$ cat config.mk
export PLATFORM = sky130hd
export DESIGN_NAME = motor_supervisor
export DESIGN_NICKNAME = d
export VERILOG_FILES = /design/src/verilog/motor_supervisor_pkg.sv /design/src/verilog/enc_if.sv /design/src/verilog/quad_decoder.sv /design/src/verilog/motor_supervisor.sv
export SDC_FILE = /design/constraint.sdc
export NUM_CORES = 1
export LEC_CHECK = 0
export ABC_AREA = 0
export CELL_PAD_IN_SITES_DETAIL_PLACEMENT = 2
export CELL_PAD_IN_SITES_GLOBAL_PLACEMENT = 2
export CORE_UTILIZATION = 35
export DETAILED_ROUTE_END_ITERATION = 12
export DONT_BUFFER_PORTS = 1
export GPL_TIMING_DRIVEN = 0
export PLACE_DENSITY = 0.77
export SYNTH_ARGS = -nofsm -noshare
export SYNTH_HDL_FRONTEND = slang
export SYNTH_SLANG_ARGS = --single-unit
$ cat constraint.sdc
create_clock -name core_clk_in -period 15.99 [get_ports core_clk_in]
set_clock_uncertainty 0.2 [all_clocks]
set_input_delay 0.7995 -clock core_clk_in [delete_from_list [all_inputs] [get_ports core_clk_in]]
set_output_delay 0.7995 -clock core_clk_in [all_outputs]
set_load 0.005 [all_outputs]
$ cat src/verilog/motor_supervisor_pkg.sv
// Purpose: Shared constants and types for the motor controller supervisor.
// Assumes: Core clock of 200 MHz.
// Notes:   Times are in milliseconds; cycle counts derive from them.
package motor_supervisor_pkg;
	localparam int CLK_MHZ        = 200;
	localparam int BLINK_MS       = 100;
	localparam int PAUSE_MS       = 1000;
	localparam int FLICKER_MS     = 25;
	localparam int BLINK_CYC      = BLINK_MS * CLK_MHZ * 1000;
	localparam int PAUSE_CYC      = PAUSE_MS * CLK_MHZ * 1000;
	localparam int FLICKER_CYC    = FLICKER_MS * CLK_MHZ * 1000;
	localparam int TEST_FLASHES   = 3;
	localparam int NUM_SW         = 10;
	localparam int SW_MODE1       = 0;
	localparam int SW_MODE2       = 1;
	localparam int SW_MODE3       = 2;
	localparam int SW_FLIP_TYPE   = 6;
	localparam int SW_CUT0        = 7;
	localparam int ENC_W          = 32;
	localparam logic [2:0] CUT_NONE  = 3'h0;
	localparam logic [2:0] CUT_LEAD  = 3'h1;
	localparam logic [2:0] CUT_FIRST = 3'h2;
	localparam logic [15:0] CUT_BASE_MV  = 16'h1770;
	localparam logic [15:0] CUT_STEP_MV  = 16'h0BB8;
	localparam logic [15:0] LEAD_AUTO_MV = 16'h2904;
	localparam logic [11:0] REG_STATUS = 12'h000;
	localparam logic [11:0] REG_ENC1   = 12'h004;
	localparam logic [11:0] REG_ENC2   = 12'h008;
	localparam logic [11:0] REG_CTRL   = 12'h00C;
	localparam logic [1:0]  RESP_OKAY   = 2'h0;
	localparam logic [1:0]  RESP_SLVERR = 2'h2;
	typedef enum logic [1:0] {
		MODE_SERVO, MODE_ANALOG, MODE_SIMPLE_SERIAL, MODE_PACKET_SERIAL
	} mode_t;
	typedef enum logic [2:0] {
		ERR_NONE, ERR_OVERCUR, ERR_OVERTEMP, ERR_MAIN_HIGH,
		ERR_MAIN_LOW, ERR_LOGIC_LOW, ERR_LOGIC_HIGH
	} err_t;
	typedef enum logic {LED_TEST, LED_RUN} led_state_t;
endpackage

$ cat src/verilog/enc_if.sv
// Purpose: Carries one encoder counter and its clear between modules.
// Assumes: Single core clock domain.
// Notes:   The decoder drives the count, the owner drives the clear.
`timescale 1ns/1ps
interface enc_if;
	import motor_supervisor_pkg::*;
	logic [ENC_W-1:0] count;
	logic             clear;
	modport decoder (input clear, output count);
	modport owner (output clear, input count);
endinterface

$ cat src/verilog/quad_decoder.sv
// Purpose: One quadrature encoder channel decoded into a position counter.
// Assumes: Phase pins are asynchronous and pass two flip-flops first.
// Notes:   Illegal double steps are ignored.
`timescale 1ns/1ps
module quad_decoder (
	input  wire logic core_clk_in,  // Core clock.
	input  wire logic rst_in,       // Asynchronous reset, active high.
	input  wire logic phase_a_in,   // Encoder phase A pin.
	input  wire logic phase_b_in,   // Encoder phase B pin.
	enc_if.decoder    enc           // Counter and clear.
);
	import motor_supervisor_pkg::*;
	logic [1:0] meta;
	logic [1:0] sync;
	logic [1:0] prev;
	wire  [3:0] step = {prev, sync};
	wire        step_up = (step == 4'h2) || (step == 4'hB) ||
	                      (step == 4'hD) || (step == 4'h4);
	wire        step_dn = (step == 4'h1) || (step == 4'h7) ||
	                      (step == 4'hE) || (step == 4'h8);

	always_ff @(posedge core_clk_in or posedge rst_in) begin
		if (rst_in) begin
			meta <= 2'h0;
			sync <= 2'h0;
			prev <= 2'h0;
		end else begin
			meta <= {phase_a_in, phase_b_in};
			sync <= meta;
			prev <= sync;
		end
	end

	// A leading B counts up, the reverse counts down.
	always_ff @(posedge core_clk_in or posedge rst_in) begin
		if (rst_in) begin
			enc.count <= '0;
		end else if (enc.clear) begin
			enc.count <= '0;
		end else if (step_up) begin
			enc.count <= enc.count + 1'b1;
		end else if (step_dn) begin
			enc.count <= enc.count - 1'b1;
		end
	end
endmodule

$ cat src/verilog/motor_supervisor.sv
// Purpose: Supervisor of a dual brushed-motor controller: modes, cutoff,
//          stop and flip inputs, encoders and the three indicators.
// Assumes: Fault and activity inputs come from core-clock logic.
// Notes:   Registers are reached over AXI4-Lite.
//
// Implementation choices: the AXI4-Lite register port and the register offsets.
`timescale 1ns/1ps
// Overview of operation
// - At power-up flash all three indicators together three short times.
// - Analog mode: first status lit steadily, second lit while a motor runs.
// - Servo mode: first status lit, blinks per received pulse; second shows activity.
// - Serial modes: first status lit, blinks per received byte; second shows activity.
// - Over-current: error lit solid, status indicators show which channel tripped.
// - Over-temperature: error repeats one blink then a long pause.
// - Main supply low: error repeats two blinks then a long pause.
// - Main supply high: error flickers fast until the condition clears.
// - Logic supply low: error repeats three blinks then a long pause.
// - Logic supply high: error repeats four blinks then a long pause.
// - Serial modes: third control input is an active-low emergency stop.
// - Servo mode with switch seven off and analog mode with switch seven on: third control input is the flip input.
// - Ten switches are read; a switch toward its mark reads on.
// - Switches eight to ten select no monitoring, lead-acid or 6V to 21V cutoff.
// - Main supply below the selected cutoff stops the motors.
// - Servo mode takes commands from pulses and ignores encoder feedback.
// - Analog mode ignores encoder feedback.
// - Two encoder counters count up when A leads B, down when B leads.
// - Switch one on selects servo mode; switches one to three off select analog.
// - Logic-level flip input low means flipped and reverses control.
module motor_supervisor #(
	parameter int BLINK_CYCLES   = motor_supervisor_pkg::BLINK_CYC,
	parameter int PAUSE_CYCLES   = motor_supervisor_pkg::PAUSE_CYC,
	parameter int FLICKER_CYCLES = motor_supervisor_pkg::FLICKER_CYC
) (
	input  wire logic                                   core_clk_in,            // Core clock.
	input  wire logic                                   rst_in,                 // Async reset.
	input  wire logic [motor_supervisor_pkg::NUM_SW-1:0] switches_in,           // Switch pins.
	input  wire logic                                   flip_or_estop_input_in, // Third input.
	input  wire logic                                   enc1_a_in,              // Enc 1 A.
	input  wire logic                                   enc1_b_in,              // Enc 1 B.
	input  wire logic                                   enc2_a_in,              // Enc 2 A.
	input  wire logic                                   enc2_b_in,              // Enc 2 B.
	input  wire logic                                   cmd_pulse_seen_in,      // Pulse event.
	input  wire logic                                   serial_byte_seen_in,    // Byte event.
	input  wire logic                                   motor1_active_in,       // M1 driven.
	input  wire logic                                   motor2_active_in,       // M2 driven.
	input  wire logic                                   overcurrent1_in,        // M1 trip.
	input  wire logic                                   overcurrent2_in,        // M2 trip.
	input  wire logic                                   overtemp_in,            // Too hot.
	input  wire logic                                   main_high_in,           // Main high.
	input  wire logic                                   logic_low_in,           // Logic low.
	input  wire logic                                   logic_high_in,          // Logic high.
	input  wire logic [15:0]                            main_supply_mv_in,      // Main mV.
	input  wire logic [11:0]                            s_axi_awaddr,           // AW addr.
	input  wire logic                                   s_axi_awvalid,          // AW valid.
	output logic                                        s_axi_awready,          // AW ready.
	input  wire logic [31:0]                            s_axi_wdata,            // W data.
	input  wire logic [3:0]                             s_axi_wstrb,            // W strobes.
	input  wire logic                                   s_axi_wvalid,           // W valid.
	output logic                                        s_axi_wready,           // W ready.
	output logic [1:0]                                  s_axi_bresp,            // B resp.
	output logic                                        s_axi_bvalid,           // B valid.
	input  wire logic                                   s_axi_bready,           // B ready.
	input  wire logic [11:0]                            s_axi_araddr,           // AR addr.
	input  wire logic                                   s_axi_arvalid,          // AR valid.
	output logic                                        s_axi_arready,          // AR ready.
	output logic [31:0]                                 s_axi_rdata,            // R data.
	output logic [1:0]                                  s_axi_rresp,            // R resp.
	output logic                                        s_axi_rvalid,           // R valid.
	input  wire logic                                   s_axi_rready,           // R ready.
	output logic                                        status_led1_out,        // Status 1.
	output logic                                        status_led2_out,        // Status 2.
	output logic                                        error_led_out,          // Error.
	output motor_supervisor_pkg::mode_t                 mode_out,               // Mode.
	output logic                                        estop_out,              // Stop.
	output logic                                        flip_out,               // Flipped.
	output logic                                        motor_enable_out,       // Run ok.
	output logic                                        feedback_enable_out     // Enc use.
);
	import motor_supervisor_pkg::*;

	logic [NUM_SW-1:0] sw_meta;
	logic [NUM_SW-1:0] sw_sync;
	logic [1:0]        s3_meta;
	logic              s3_sync;
	logic [1:0]        ctrl;
	led_state_t        led_state;
	err_t              shown_err;
	logic [3:0]        slot;
	logic [31:0]       tmr;
	logic [31:0]       flick_tmr;
	logic              flicker;
	logic [31:0]       dark_tmr;
	enc_if             enc1 ();
	enc_if             enc2 ();

	// Switch and third-input pins are resynchronised; on reads as one.
	always_ff @(posedge core_clk_in or posedge rst_in) begin
		if (rst_in) begin
			sw_meta <= '0;
			sw_sync <= '0;
			s3_meta <= 2'h3;
		end else begin
			sw_meta <= switches_in;
			sw_sync <= sw_meta;
			s3_meta <= {s3_meta[0], flip_or_estop_input_in};
		end
	end
	assign s3_sync = s3_meta[1];

	wire       sw1       = sw_sync[SW_MODE1];
	wire       sw2       = sw_sync[SW_MODE2];
	wire       sw3       = sw_sync[SW_MODE3];
	wire [2:0] cut_code  = sw_sync[SW_CUT0 +: 3];
	wire       is_servo  = sw1;
	wire       is_analog = !sw1 && !sw2 && !sw3;
	wire       is_serial = !is_servo && !is_analog;
	assign mode_out = is_servo ? MODE_SERVO : is_analog ? MODE_ANALOG :
	                  sw2 ? MODE_SIMPLE_SERIAL : MODE_PACKET_SERIAL;

	// Stop input is pulled up off chip, so only a real low trips it.
	assign estop_out = is_serial && !s3_sync;
	wire flip_ttl = (is_servo && !sw_sync[SW_FLIP_TYPE]) ||
	                (is_analog && sw_sync[SW_FLIP_TYPE]);
	assign flip_out = flip_ttl && !s3_sync;
	assign feedback_enable_out = is_serial;

	wire [15:0] cut_steps = {13'h0000, cut_code - CUT_FIRST};
	wire [15:0] cut_mv    = (cut_code == CUT_LEAD) ? LEAD_AUTO_MV :
	                        16'(CUT_BASE_MV + cut_steps * CUT_STEP_MV);
	wire        undervolt = (cut_code != CUT_NONE) &&
	                        (main_supply_mv_in < cut_mv);
	assign motor_enable_out = !estop_out && !undervolt;

	wire   oc = overcurrent1_in || overcurrent2_in;
	err_t  act_err;
	assign act_err = oc ? ERR_OVERCUR : overtemp_in ? ERR_OVERTEMP :
	                 main_high_in ? ERR_MAIN_HIGH : undervolt ? ERR_MAIN_LOW :
	                 logic_low_in ? ERR_LOGIC_LOW :
	                 logic_high_in ? ERR_LOGIC_HIGH : ERR_NONE;

	logic [3:0] blinks;
	always_comb begin
		blinks = 4'h0;
		if (led_state == LED_TEST) begin
			blinks = 4'(TEST_FLASHES);
		end else begin
			case (shown_err)
				ERR_OVERTEMP:   blinks = 4'h1;
				ERR_MAIN_LOW:   blinks = 4'h2;
				ERR_LOGIC_LOW:  blinks = 4'h3;
				ERR_LOGIC_HIGH: blinks = 4'h4;
				default:        blinks = 4'h0;
			endcase
		end
	end

	wire [3:0] last_blink = 4'({blinks, 1'b0} - 5'h01);
	wire       pulse_on   = !slot[0] && (slot < {blinks[2:0], 1'b0});
	wire       tmr_done   = (tmr == 32'h0000_0000);
	wire       err_change = (led_state == LED_RUN) && (act_err != shown_err);

	// Slot engine: even slots lit, odd slots dark, then one long pause slot, except in the self-test.
	always_ff @(posedge core_clk_in or posedge rst_in) begin
		if (rst_in) begin
			// The first self-test flash lasts a full blink from release.
			led_state <= LED_TEST;
			shown_err <= ERR_NONE;
			slot      <= 4'h0;
			tmr       <= 32'(BLINK_CYCLES - 1);
		end else if (err_change) begin
			shown_err <= act_err;
			slot      <= 4'h0;
			tmr       <= 32'(BLINK_CYCLES - 1);
		end else if (!tmr_done) begin
			tmr <= tmr - 32'h0000_0001;
		end else if (slot < last_blink) begin
			slot <= slot + 4'h1;
			tmr  <= 32'(BLINK_CYCLES - 1);
		end else if (led_state == LED_TEST) begin
			led_state <= LED_RUN;
			slot      <= 4'h0;
		end else if (slot == last_blink) begin
			slot <= slot + 4'h1;
			tmr  <= 32'(PAUSE_CYCLES - 1);
		end else begin
			slot <= 4'h0;
			tmr  <= 32'(BLINK_CYCLES - 1);
		end
	end

	always_ff @(posedge core_clk_in or posedge rst_in) begin
		if (rst_in) begin
			flick_tmr <= 32'h0000_0000;
			flicker   <= 1'b0;
		end else if (flick_tmr == 32'h0000_0000) begin
			flick_tmr <= 32'(FLICKER_CYCLES - 1);
			flicker   <= !flicker;
		end else begin
			flick_tmr <= flick_tmr - 32'h0000_0001;
		end
	end

	wire act_event = (is_servo && cmd_pulse_seen_in) ||
	                 (is_serial && serial_byte_seen_in);
	always_ff @(posedge core_clk_in or posedge rst_in) begin
		if (rst_in) begin
			dark_tmr <= 32'h0000_0000;
		end else if (act_event) begin
			dark_tmr <= 32'(BLINK_CYCLES - 1);
		end else if (dark_tmr != 32'h0000_0000) begin
			dark_tmr <= dark_tmr - 32'h0000_0001;
		end
	end

	wire testing    = (led_state == LED_TEST);
	wire show_oc    = !testing && (shown_err == ERR_OVERCUR);
	wire led1_base  = is_analog || (dark_tmr == 32'h0000_0000);
	wire motor_any  = motor1_active_in || motor2_active_in;
	wire err_normal = (shown_err == ERR_OVERCUR) ? 1'b1 :
	                  (shown_err == ERR_MAIN_HIGH) ? flicker :
	                  (shown_err == ERR_NONE) ? 1'b0 : pulse_on;

	always_ff @(posedge core_clk_in or posedge rst_in) begin
		if (rst_in) begin
			status_led1_out <= 1'b0;
			status_led2_out <= 1'b0;
			error_led_out   <= 1'b0;
		end else if (testing) begin
			status_led1_out <= pulse_on;
			status_led2_out <= pulse_on;
			error_led_out   <= pulse_on;
		end else if (show_oc) begin
			status_led1_out <= overcurrent1_in;
			status_led2_out <= overcurrent2_in;
			error_led_out   <= 1'b1;
		end else begin
			status_led1_out <= led1_base;
			status_led2_out <= motor_any;
			error_led_out   <= err_normal;
		end
	end

	assign enc1.clear = ctrl[0];
	assign enc2.clear = ctrl[1];
	quad_decoder u_enc1 (
		.core_clk_in (core_clk_in),
		.rst_in      (rst_in),
		.phase_a_in  (enc1_a_in),
		.phase_b_in  (enc1_b_in),
		.enc         (enc1.decoder)
	);
	quad_decoder u_enc2 (
		.core_clk_in (core_clk_in),
		.rst_in      (rst_in),
		.phase_a_in  (enc2_a_in),
		.phase_b_in  (enc2_b_in),
		.enc         (enc2.decoder)
	);

	// Write takes address and data together; read answers one cycle later.
	wire wr_take = s_axi_awvalid && s_axi_wvalid && !s_axi_bvalid;
	wire wr_ctrl = (s_axi_awaddr == REG_CTRL);
	wire wr_ok   = wr_ctrl || (s_axi_awaddr == REG_STATUS) ||
	               (s_axi_awaddr == REG_ENC1) || (s_axi_awaddr == REG_ENC2);
	wire rd_take = s_axi_arvalid && !s_axi_rvalid;
	assign s_axi_awready = wr_take;
	assign s_axi_wready  = wr_take;
	assign s_axi_arready = !s_axi_rvalid;

	wire [31:0] status_word = {20'h0_0000, testing, shown_err, undervolt,
	                           flip_out, estop_out, cut_code, mode_out};
	logic [31:0] rd_word;
	logic        rd_hit;
	always_comb begin
		rd_word = 32'h0000_0000;
		rd_hit  = 1'b1;
		if (s_axi_araddr == REG_STATUS) begin
			rd_word = status_word;
		end else if (s_axi_araddr == REG_ENC1) begin
			rd_word = enc1.count;
		end else if (s_axi_araddr == REG_ENC2) begin
			rd_word = enc2.count;
		end else if (s_axi_araddr == REG_CTRL) begin
			rd_word = {30'h0000_0000, ctrl};
		end else begin
			rd_hit = 1'b0;
		end
	end

	always_ff @(posedge core_clk_in or posedge rst_in) begin
		if (rst_in) begin
			ctrl         <= 2'h0;
			s_axi_bvalid <= 1'b0;
			s_axi_bresp  <= RESP_OKAY;
		end else if (wr_take) begin
			if (wr_ctrl && s_axi_wstrb[0]) begin
				ctrl <= s_axi_wdata[1:0];
			end
			s_axi_bvalid <= 1'b1;
			s_axi_bresp  <= wr_ok ? RESP_OKAY : RESP_SLVERR;
		end else if (s_axi_bready) begin
			s_axi_bvalid <= 1'b0;
		end
	end

	always_ff @(posedge core_clk_in or posedge rst_in) begin
		if (rst_in) begin
			s_axi_rvalid <= 1'b0;
			s_axi_rdata  <= 32'h0000_0000;
			s_axi_rresp  <= RESP_OKAY;
		end else if (rd_take) begin
			s_axi_rvalid <= 1'b1;
			s_axi_rdata  <= rd_word;
			s_axi_rresp  <= rd_hit ? RESP_OKAY : RESP_SLVERR;
		end else if (s_axi_rready) begin
			s_axi_rvalid <= 1'b0;
		end
	end
endmodule

[Yosys cells after proc, flatten, opt, wreduce, memory -nomap -nowiden]
Index checks and enable logic that the tools add are counted.
Storage, ports and cells
  bits in registers: 246
  input port bits: 108
  output and inout bits: 50
  logic and storage cells: 197
Operators by class
  add/subtract/negate cells: 11
  $mul: 1
  magnitude comparators: 3
  eq/ne operators: 32
  mux-type cells: 54
  bitwise gates (word level): 3
  reduce and logical (&&, ||, !) cells: 66
Operators by type and width (number)
  $mux 32: 16
  $sub 32x1->32 const B: 5
  $logic_not 32->1: 3
  $add 32x1->32 const B: 2
  $eq 12x4->1 const B: 4
  $eq 4x4->1 const B: 8
  $reduce_bool 32->1: 1
  $mux 28: 1
  $eq 12x3->1 const B: 2
  $logic_not 12->1: 2
  $mux 3: 7
  $logic_or 1x1->1: 20
  $mux 4: 5
  $logic_and 1x1->1: 18
  $mux 1: 18
  $add 13x15->16 const A: 1
  $eq 4x3->1 const B: 4
  $lt 16x16->1: 1
  $mux 16: 1
  $logic_not 1->1: 12
  $mul 3x9->12 const B: 1
  $pmux 3 s4: 1
  $mux 2: 5
  $eq 3x3->1 const B: 3
  17 further kinds: 29

[Longest topological paths before layout]
  depth after elaboration: 14
  gate-level depth with buffers: 24
  gate-level depth less buffers: 22

[Cells and area by module]
Synthesis repeated with hierarchy kept, for this count alone.
Unflattened totals
  cell total of the unflattened synthesis: 1733
  area, all modules: 15563.7 um^2
By module, submodules not included
  motor_supervisor: instances 1, cells each 973, area an instance 9072.5 um^2, seq. area each 4075.2 um^2
  quad_decoder: instances 2, cells each 380, area an instance 3245.6 um^2, seq. area each 950.9 um^2

[Worst setup path before layout]
OpenSTA, ideal clock, no wires.
  kind: reg-to-reg
  from: register sw_sync[8]
  to: register tmr[10]
  library setup time: 77 ps
  data arrival time: 5225 ps
  required time: 15713 ps
  slack: 10487 ps
  cell stages (with the launch flop): 23
  path buffers: 2
  clock period less this slack: 5503 ps
  path through: dfrtp_1 clkbuf_1 inv_1 ha_1 inv_1 ha_1 ha_1 a21oi_1 o21ai_0 a21oi_1 xnor2_1 or4_1 and2_1 o211ai_1 ha_1 nand4_1 o41ai_1 o21ai_2 xnor2_1 o31a_1 o21bai_4 buf_2 o21a_1
On the way
  cells in the longest elaborated chain, start to end: 13
  elaborated cells on any way between the ends: 16
  those cells by class: add/sub (2); mul (1); order compare (1); eq/ne (3); mux (6); reduce/logical (3)
Ends and longest elaborated chain
  from (decl): RTL line motor_supervisor.sv:82  | logic [NUM_SW-1:0] sw_sync;
  from (signal assigned): RTL line motor_supervisor.sv:104  | sw_sync <= sw_meta;
  $sub 3x2->3: RTL line motor_supervisor.sv:127  | wire [15:0] cut_steps = {13'h0000, cut_code - CUT_FIRST};
  $mul 3x9->12: RTL line motor_supervisor.sv:129  | 16'(CUT_BASE_MV + cut_steps * CUT_STEP_MV);
  $add 13x15->16: RTL line motor_supervisor.sv:129
  $mux 16: RTL line motor_supervisor.sv:128  | wire [15:0] cut_mv = (cut_code == CUT_LEAD) ? LEAD_AUTO_MV :
  $lt 16x16->1: RTL line motor_supervisor.sv:131  | (main_supply_mv_in < cut_mv);
  $logic_and 1x1->1 *: RTL line motor_supervisor.sv:130  | wire undervolt = (cut_code != CUT_NONE) &&
  $mux 3 * (2 in a row): RTL line motor_supervisor.sv:137  | main_high_in ? ERR_MAIN_HIGH : undervolt ? ERR_MAIN_LOW :
  $mux 3 * (2 in a row): RTL line motor_supervisor.sv:136  | assign act_err = oc ? ERR_OVERCUR : overtemp_in ? ERR_OVERTEMP :
  $ne 3x3->1 *: RTL line motor_supervisor.sv:160  | wire err_change = (led_state == LED_RUN) && (act_err != shown_err);
  $logic_and 1x1->1 *: RTL line motor_supervisor.sv:160
  $ne 4x2->1 (no line) / $mux 32 (equally long branches)
  to (signal assigned): RTL line motor_supervisor.sv:169  | tmr <= 32'(BLINK_CYCLES - 1);
  to (signal assigned): RTL line motor_supervisor.sv:173  | tmr <= 32'(BLINK_CYCLES - 1);
  to (signal assigned): RTL line motor_supervisor.sv:175  | tmr <= tmr - 32'h0000_0001;
  to (decl): RTL line motor_supervisor.sv:89  | logic [31:0] tmr;
Mark *: on every way between the ends. The rest lies on a longest branch, timed or not.
A chain may end at the register's enable or synchronous reset.

[Worst setup path in the final report]
  from: register sw_sync[8]
  to: output port motor_enable_out
On the way
  cells in the longest elaborated chain, start to end: 8
  elaborated cells on any way between the ends: 10
  those cells by class: add/sub (2); mul (1); order compare (1); eq/ne (1); mux (1); reduce/logical (4)
Ends and longest elaborated chain
  $sub 3x2->3: RTL line motor_supervisor.sv:127
  $mul 3x9->12: RTL line motor_supervisor.sv:129
  $add 13x15->16: RTL line motor_supervisor.sv:129
  $mux 16: RTL line motor_supervisor.sv:128
  $lt 16x16->1: RTL line motor_supervisor.sv:131
  $logic_and 1x1->1 *: RTL line motor_supervisor.sv:130
  $logic_not 1->1 *: RTL line motor_supervisor.sv:132  | assign motor_enable_out = !estop_out && !undervolt;
  $logic_and 1x1->1 *: RTL line motor_supervisor.sv:132
  to (decl): RTL line motor_supervisor.sv:76  | output logic motor_enable_out,
Marks and branches as above.

==> out/results.ini <==
[outcome]
status=finished clean

[routing]
totalWireLength_um=46190
via_per_inst=5.607
drtIter0Drc=487
vias=12540
wl_per_cell_um=20.65
drc_errors=0
drtAntennaViolNets=0
drtPass1Iterations=5

[yosys]
synth.avg_cell_area_um2=9.011
synth_cells=1640
synth_enable_flop_cells=0
ys_ff_latch=238
yosysMostFrequentCell=dfrtp_1
synth-simple-area-share=0.2145
yosys.area.top_type_share=0.3742
yosysUniqueCellTypes=79
synth_top_family_by_area=simple AND/OR/NAND/NOR gates
synth_top_area_cell=dfrtp_1
synth-compound-area-share=0.1754
yosys-top-cells-count=dfrtp_1, nor2_1, nand2_1
synthAdderAreaFrac=0.08314
muxShareOfSynthArea=0.01355
async_reset_ff_frac=1.000
synth_top_flop_cell=dfrtp_1
yosysSeqAreaShare=0.4045
yosys-top-cells-area=dfrtp_1, ha_1, xnor2_1
synth_xor_area_frac=0.08179
synth_warnings=0
syn_area_mm2=0.01478

[placed_design]
dp.cells=2175
dp_hpwl_um=34180
dp_slack_ns=8.972
portBuffers=0
gp_congestion=0.8112

[cts]
cts.sinks=238
clk_pin_slew_ns=0.06
post_cts_resize_count=0
root_buffer=clkbuf_16
cts.htree.levels=1
cts_buffers=30
cts_buffer_depth=3
worstSkewPairLatency_ns=0.59
cts_tree=done

[cells_and_area]
nets=1887
area_growth_pct=12.24
fin_cells=2237
final_util=0.4026
drive_gt1_frac=0.06686
antenna_cells=0
final.fill_count=4444

[pwr]
p_total_uw=2699
comb_power_share=0.441
power_density_mw_per_mm2=162.7
p_seq_frac=0.302
total_leakage_power_uw=0.007084
p_sw_uw=1085
switching_share=0.4021
internal_power_uw=1614
clkPwrFrac=0.257
ir_drop_mv=0.07381

[critical_path]
cp.required_ns=14.99
worst-setup-path-type=flop to output pin
r2r-start=sw_sync[8]
arrival_ns=6.21
crit_path_max_fanout=9
r2r_slack_ns=8.97
setup.worst_path.start=sw_sync[8]
crit_path_start_kind=flop
end_kind=output pin
cp-endpoint=motor_enable_out
r2r_end=shown_err[1]
reg2reg_depth=22

[sta]
finalCriticalPeriod_ns=7.206
post-route-period-util=0.4506
max_freq_mhz=138.8
rsz0062_at_grt=false
tightest_slew_ns=1.275
slew-limit-headroom=0.1490
slew_violations=0
setup-violations-final=0
hold_viol=0
setup_tns_ns=0
timing.final.ws_setup_ns=8.784

[grt]
grt_overflow=0
grt_max_degree=83
grt_first_pass_wirelength_um=76040
antenna_found_initial=0
grt_pass1_vias=14050
grtUsageTotal=0.2170

[floorplan]
core_area_mm2=0.04120
dieWidth_um=207.5
die_h_um=207.5
ioPinCount=158
initial_core_util=0.3587
row_count=74
dieArea_mm2=0.04305

[flow_run]
drv_cap=0

[worst_hold_path]
worst_hold_path_type=input pin to flop

-- cell type report --
class	count	area (um^2)	share of cell area
multi-input combinational	1303	8408	0.5069
tap	532	665.6	0.04013
clock buffer	45	887.1	0.05348
timing repair buffer	9	125.1	0.007543
inverter	43	168.9	0.01018
clock inverter	10	120.1	0.007241
buffer	57	235.2	0.01418
sequential	238	5977	0.3603
-- layer usage --
metal,routed length (um),global-route usage,share of wire,vias to the layer above
met4,991,0.05970,0.021,0
met1,20330,0.2687,0.44,6403
met2,23310,0.3928,0.50,146
li1,-,-,-,5937
met5,0,0,0,-
met3,1565,0.02890,0.034,56
-- power groups by stage --
stage / Clock (uW) / Sequential (uW) / Combinational [uW]
finish: 692 / 816 / 1190
detailed placement: 0 / 825 / 1170
global placement: 0 / 818 / 1110
global route: 733 / 830 / 1330
floorplan: 0 / 777 / 908
CTS: 714 / 816 / 1190
-- critical path, stage by stage (launching register included) --
cell	delay (ns)
dfrtp_1	0.39
clkbuf_1	0.55
inv_1	0.24
ha_1	0.44
inv_1	0.11
ha_1	0.28
ha_1	0.37
a21oi_1	0.23
o21ai_0	0.14
a21oi_1	0.24
xnor2_1	0.14
or4_1	0.57
and2_1	0.18
o211ai_1	0.19
ha_1	0.18
nand4_1	0.16
o41ai_1	0.74
nor2_1	0.24
nor2_1	0.20
-- sequential cells by signal, indices dropped and copies added, names as in the netlist, 2 cells and up --
signal	flops
sw_sync	7
dark_tmr	32
ctrl	2
s_axi_rdata	32
shown_err	3
s3_meta	2
slot	4
u_enc1.prev	2
u_enc2.sync	2
u_enc1.meta	2
u_enc1.sync	2
sw_meta	7
u_enc2.prev	2
flick_tmr	32
u_enc2.meta	2
u_enc1.enc.count	32
u_enc2.enc.count	32
tmr	32
-- stage by stage --
stage	instance area, um^2	hold WS (ns)
floorplan	14780	0.1312
global placement	15450	0.1320
detailed placement	15510	0.1363
CTS	16590	0.002873
global route	16590	0.008607
finish	16590	0.03624
-- placed cells by master (no fill, tap or decap), drive strengths merged, types with 7 or more instances in the layout --
cell / n
clkbuf: 91
xnor2: 94
a21oi: 150
dfrtp: 221
nor2b: 23
a21o: 42
o41ai: 8
nand2: 190
xor2: 44
buf: 13
or3: 23
a31oi: 10
nor2: 199
a221oi: 22
o211ai: 9
mux2i: 11
dlygate4sd3: 7
o21bai: 12
nand2b: 18
or4: 17
a211o: 8
inv: 43
nand3: 40
nor4: 27
nor3b: 8
and2: 8
nor3: 38
nand4: 17
ha: 95
o21a: 19
o21ai: 66
nand3b: 8
dfstp: 17
a211oi: 18
o31ai: 10
-- cells by family after synthesis --
family / count (synthesis)
buffers and inverters: 100
AND/OR/NAND/NOR: 644
other: 1
XOR/XNOR: 138
multiplexers: 17
flip-flops: 238
AO/OA/AOI/OAI: 405
adder cells (fa/ha/maj): 97
-- how the worst min path moves through the flow --
stage	startpoint	end	slack [ns]	depth (start not counted)
5_1_grt	switches_in[2]	sw_meta[2]	0.009	0
4_1_cts	switches_in[2]	sw_meta[2]	0.003	0
3_5_place_dp	sw_meta[7]	sw_sync[7]	0.14	0
6_report	switches_in[2]	sw_meta[2]	0.04	0
2_1_floorplan	sw_meta[0]	sw_sync[0]	0.13	0
3_3_place_gp	sw_meta[0]	sw_sync[0]	0.13	0
-- repair_timing --
action | CTS | global route
hold buffers | 7 | 0
setup buffers | 0 | 0
hold endpoints to repair | 69 | 0
Power figures use the tool's default switching activity.
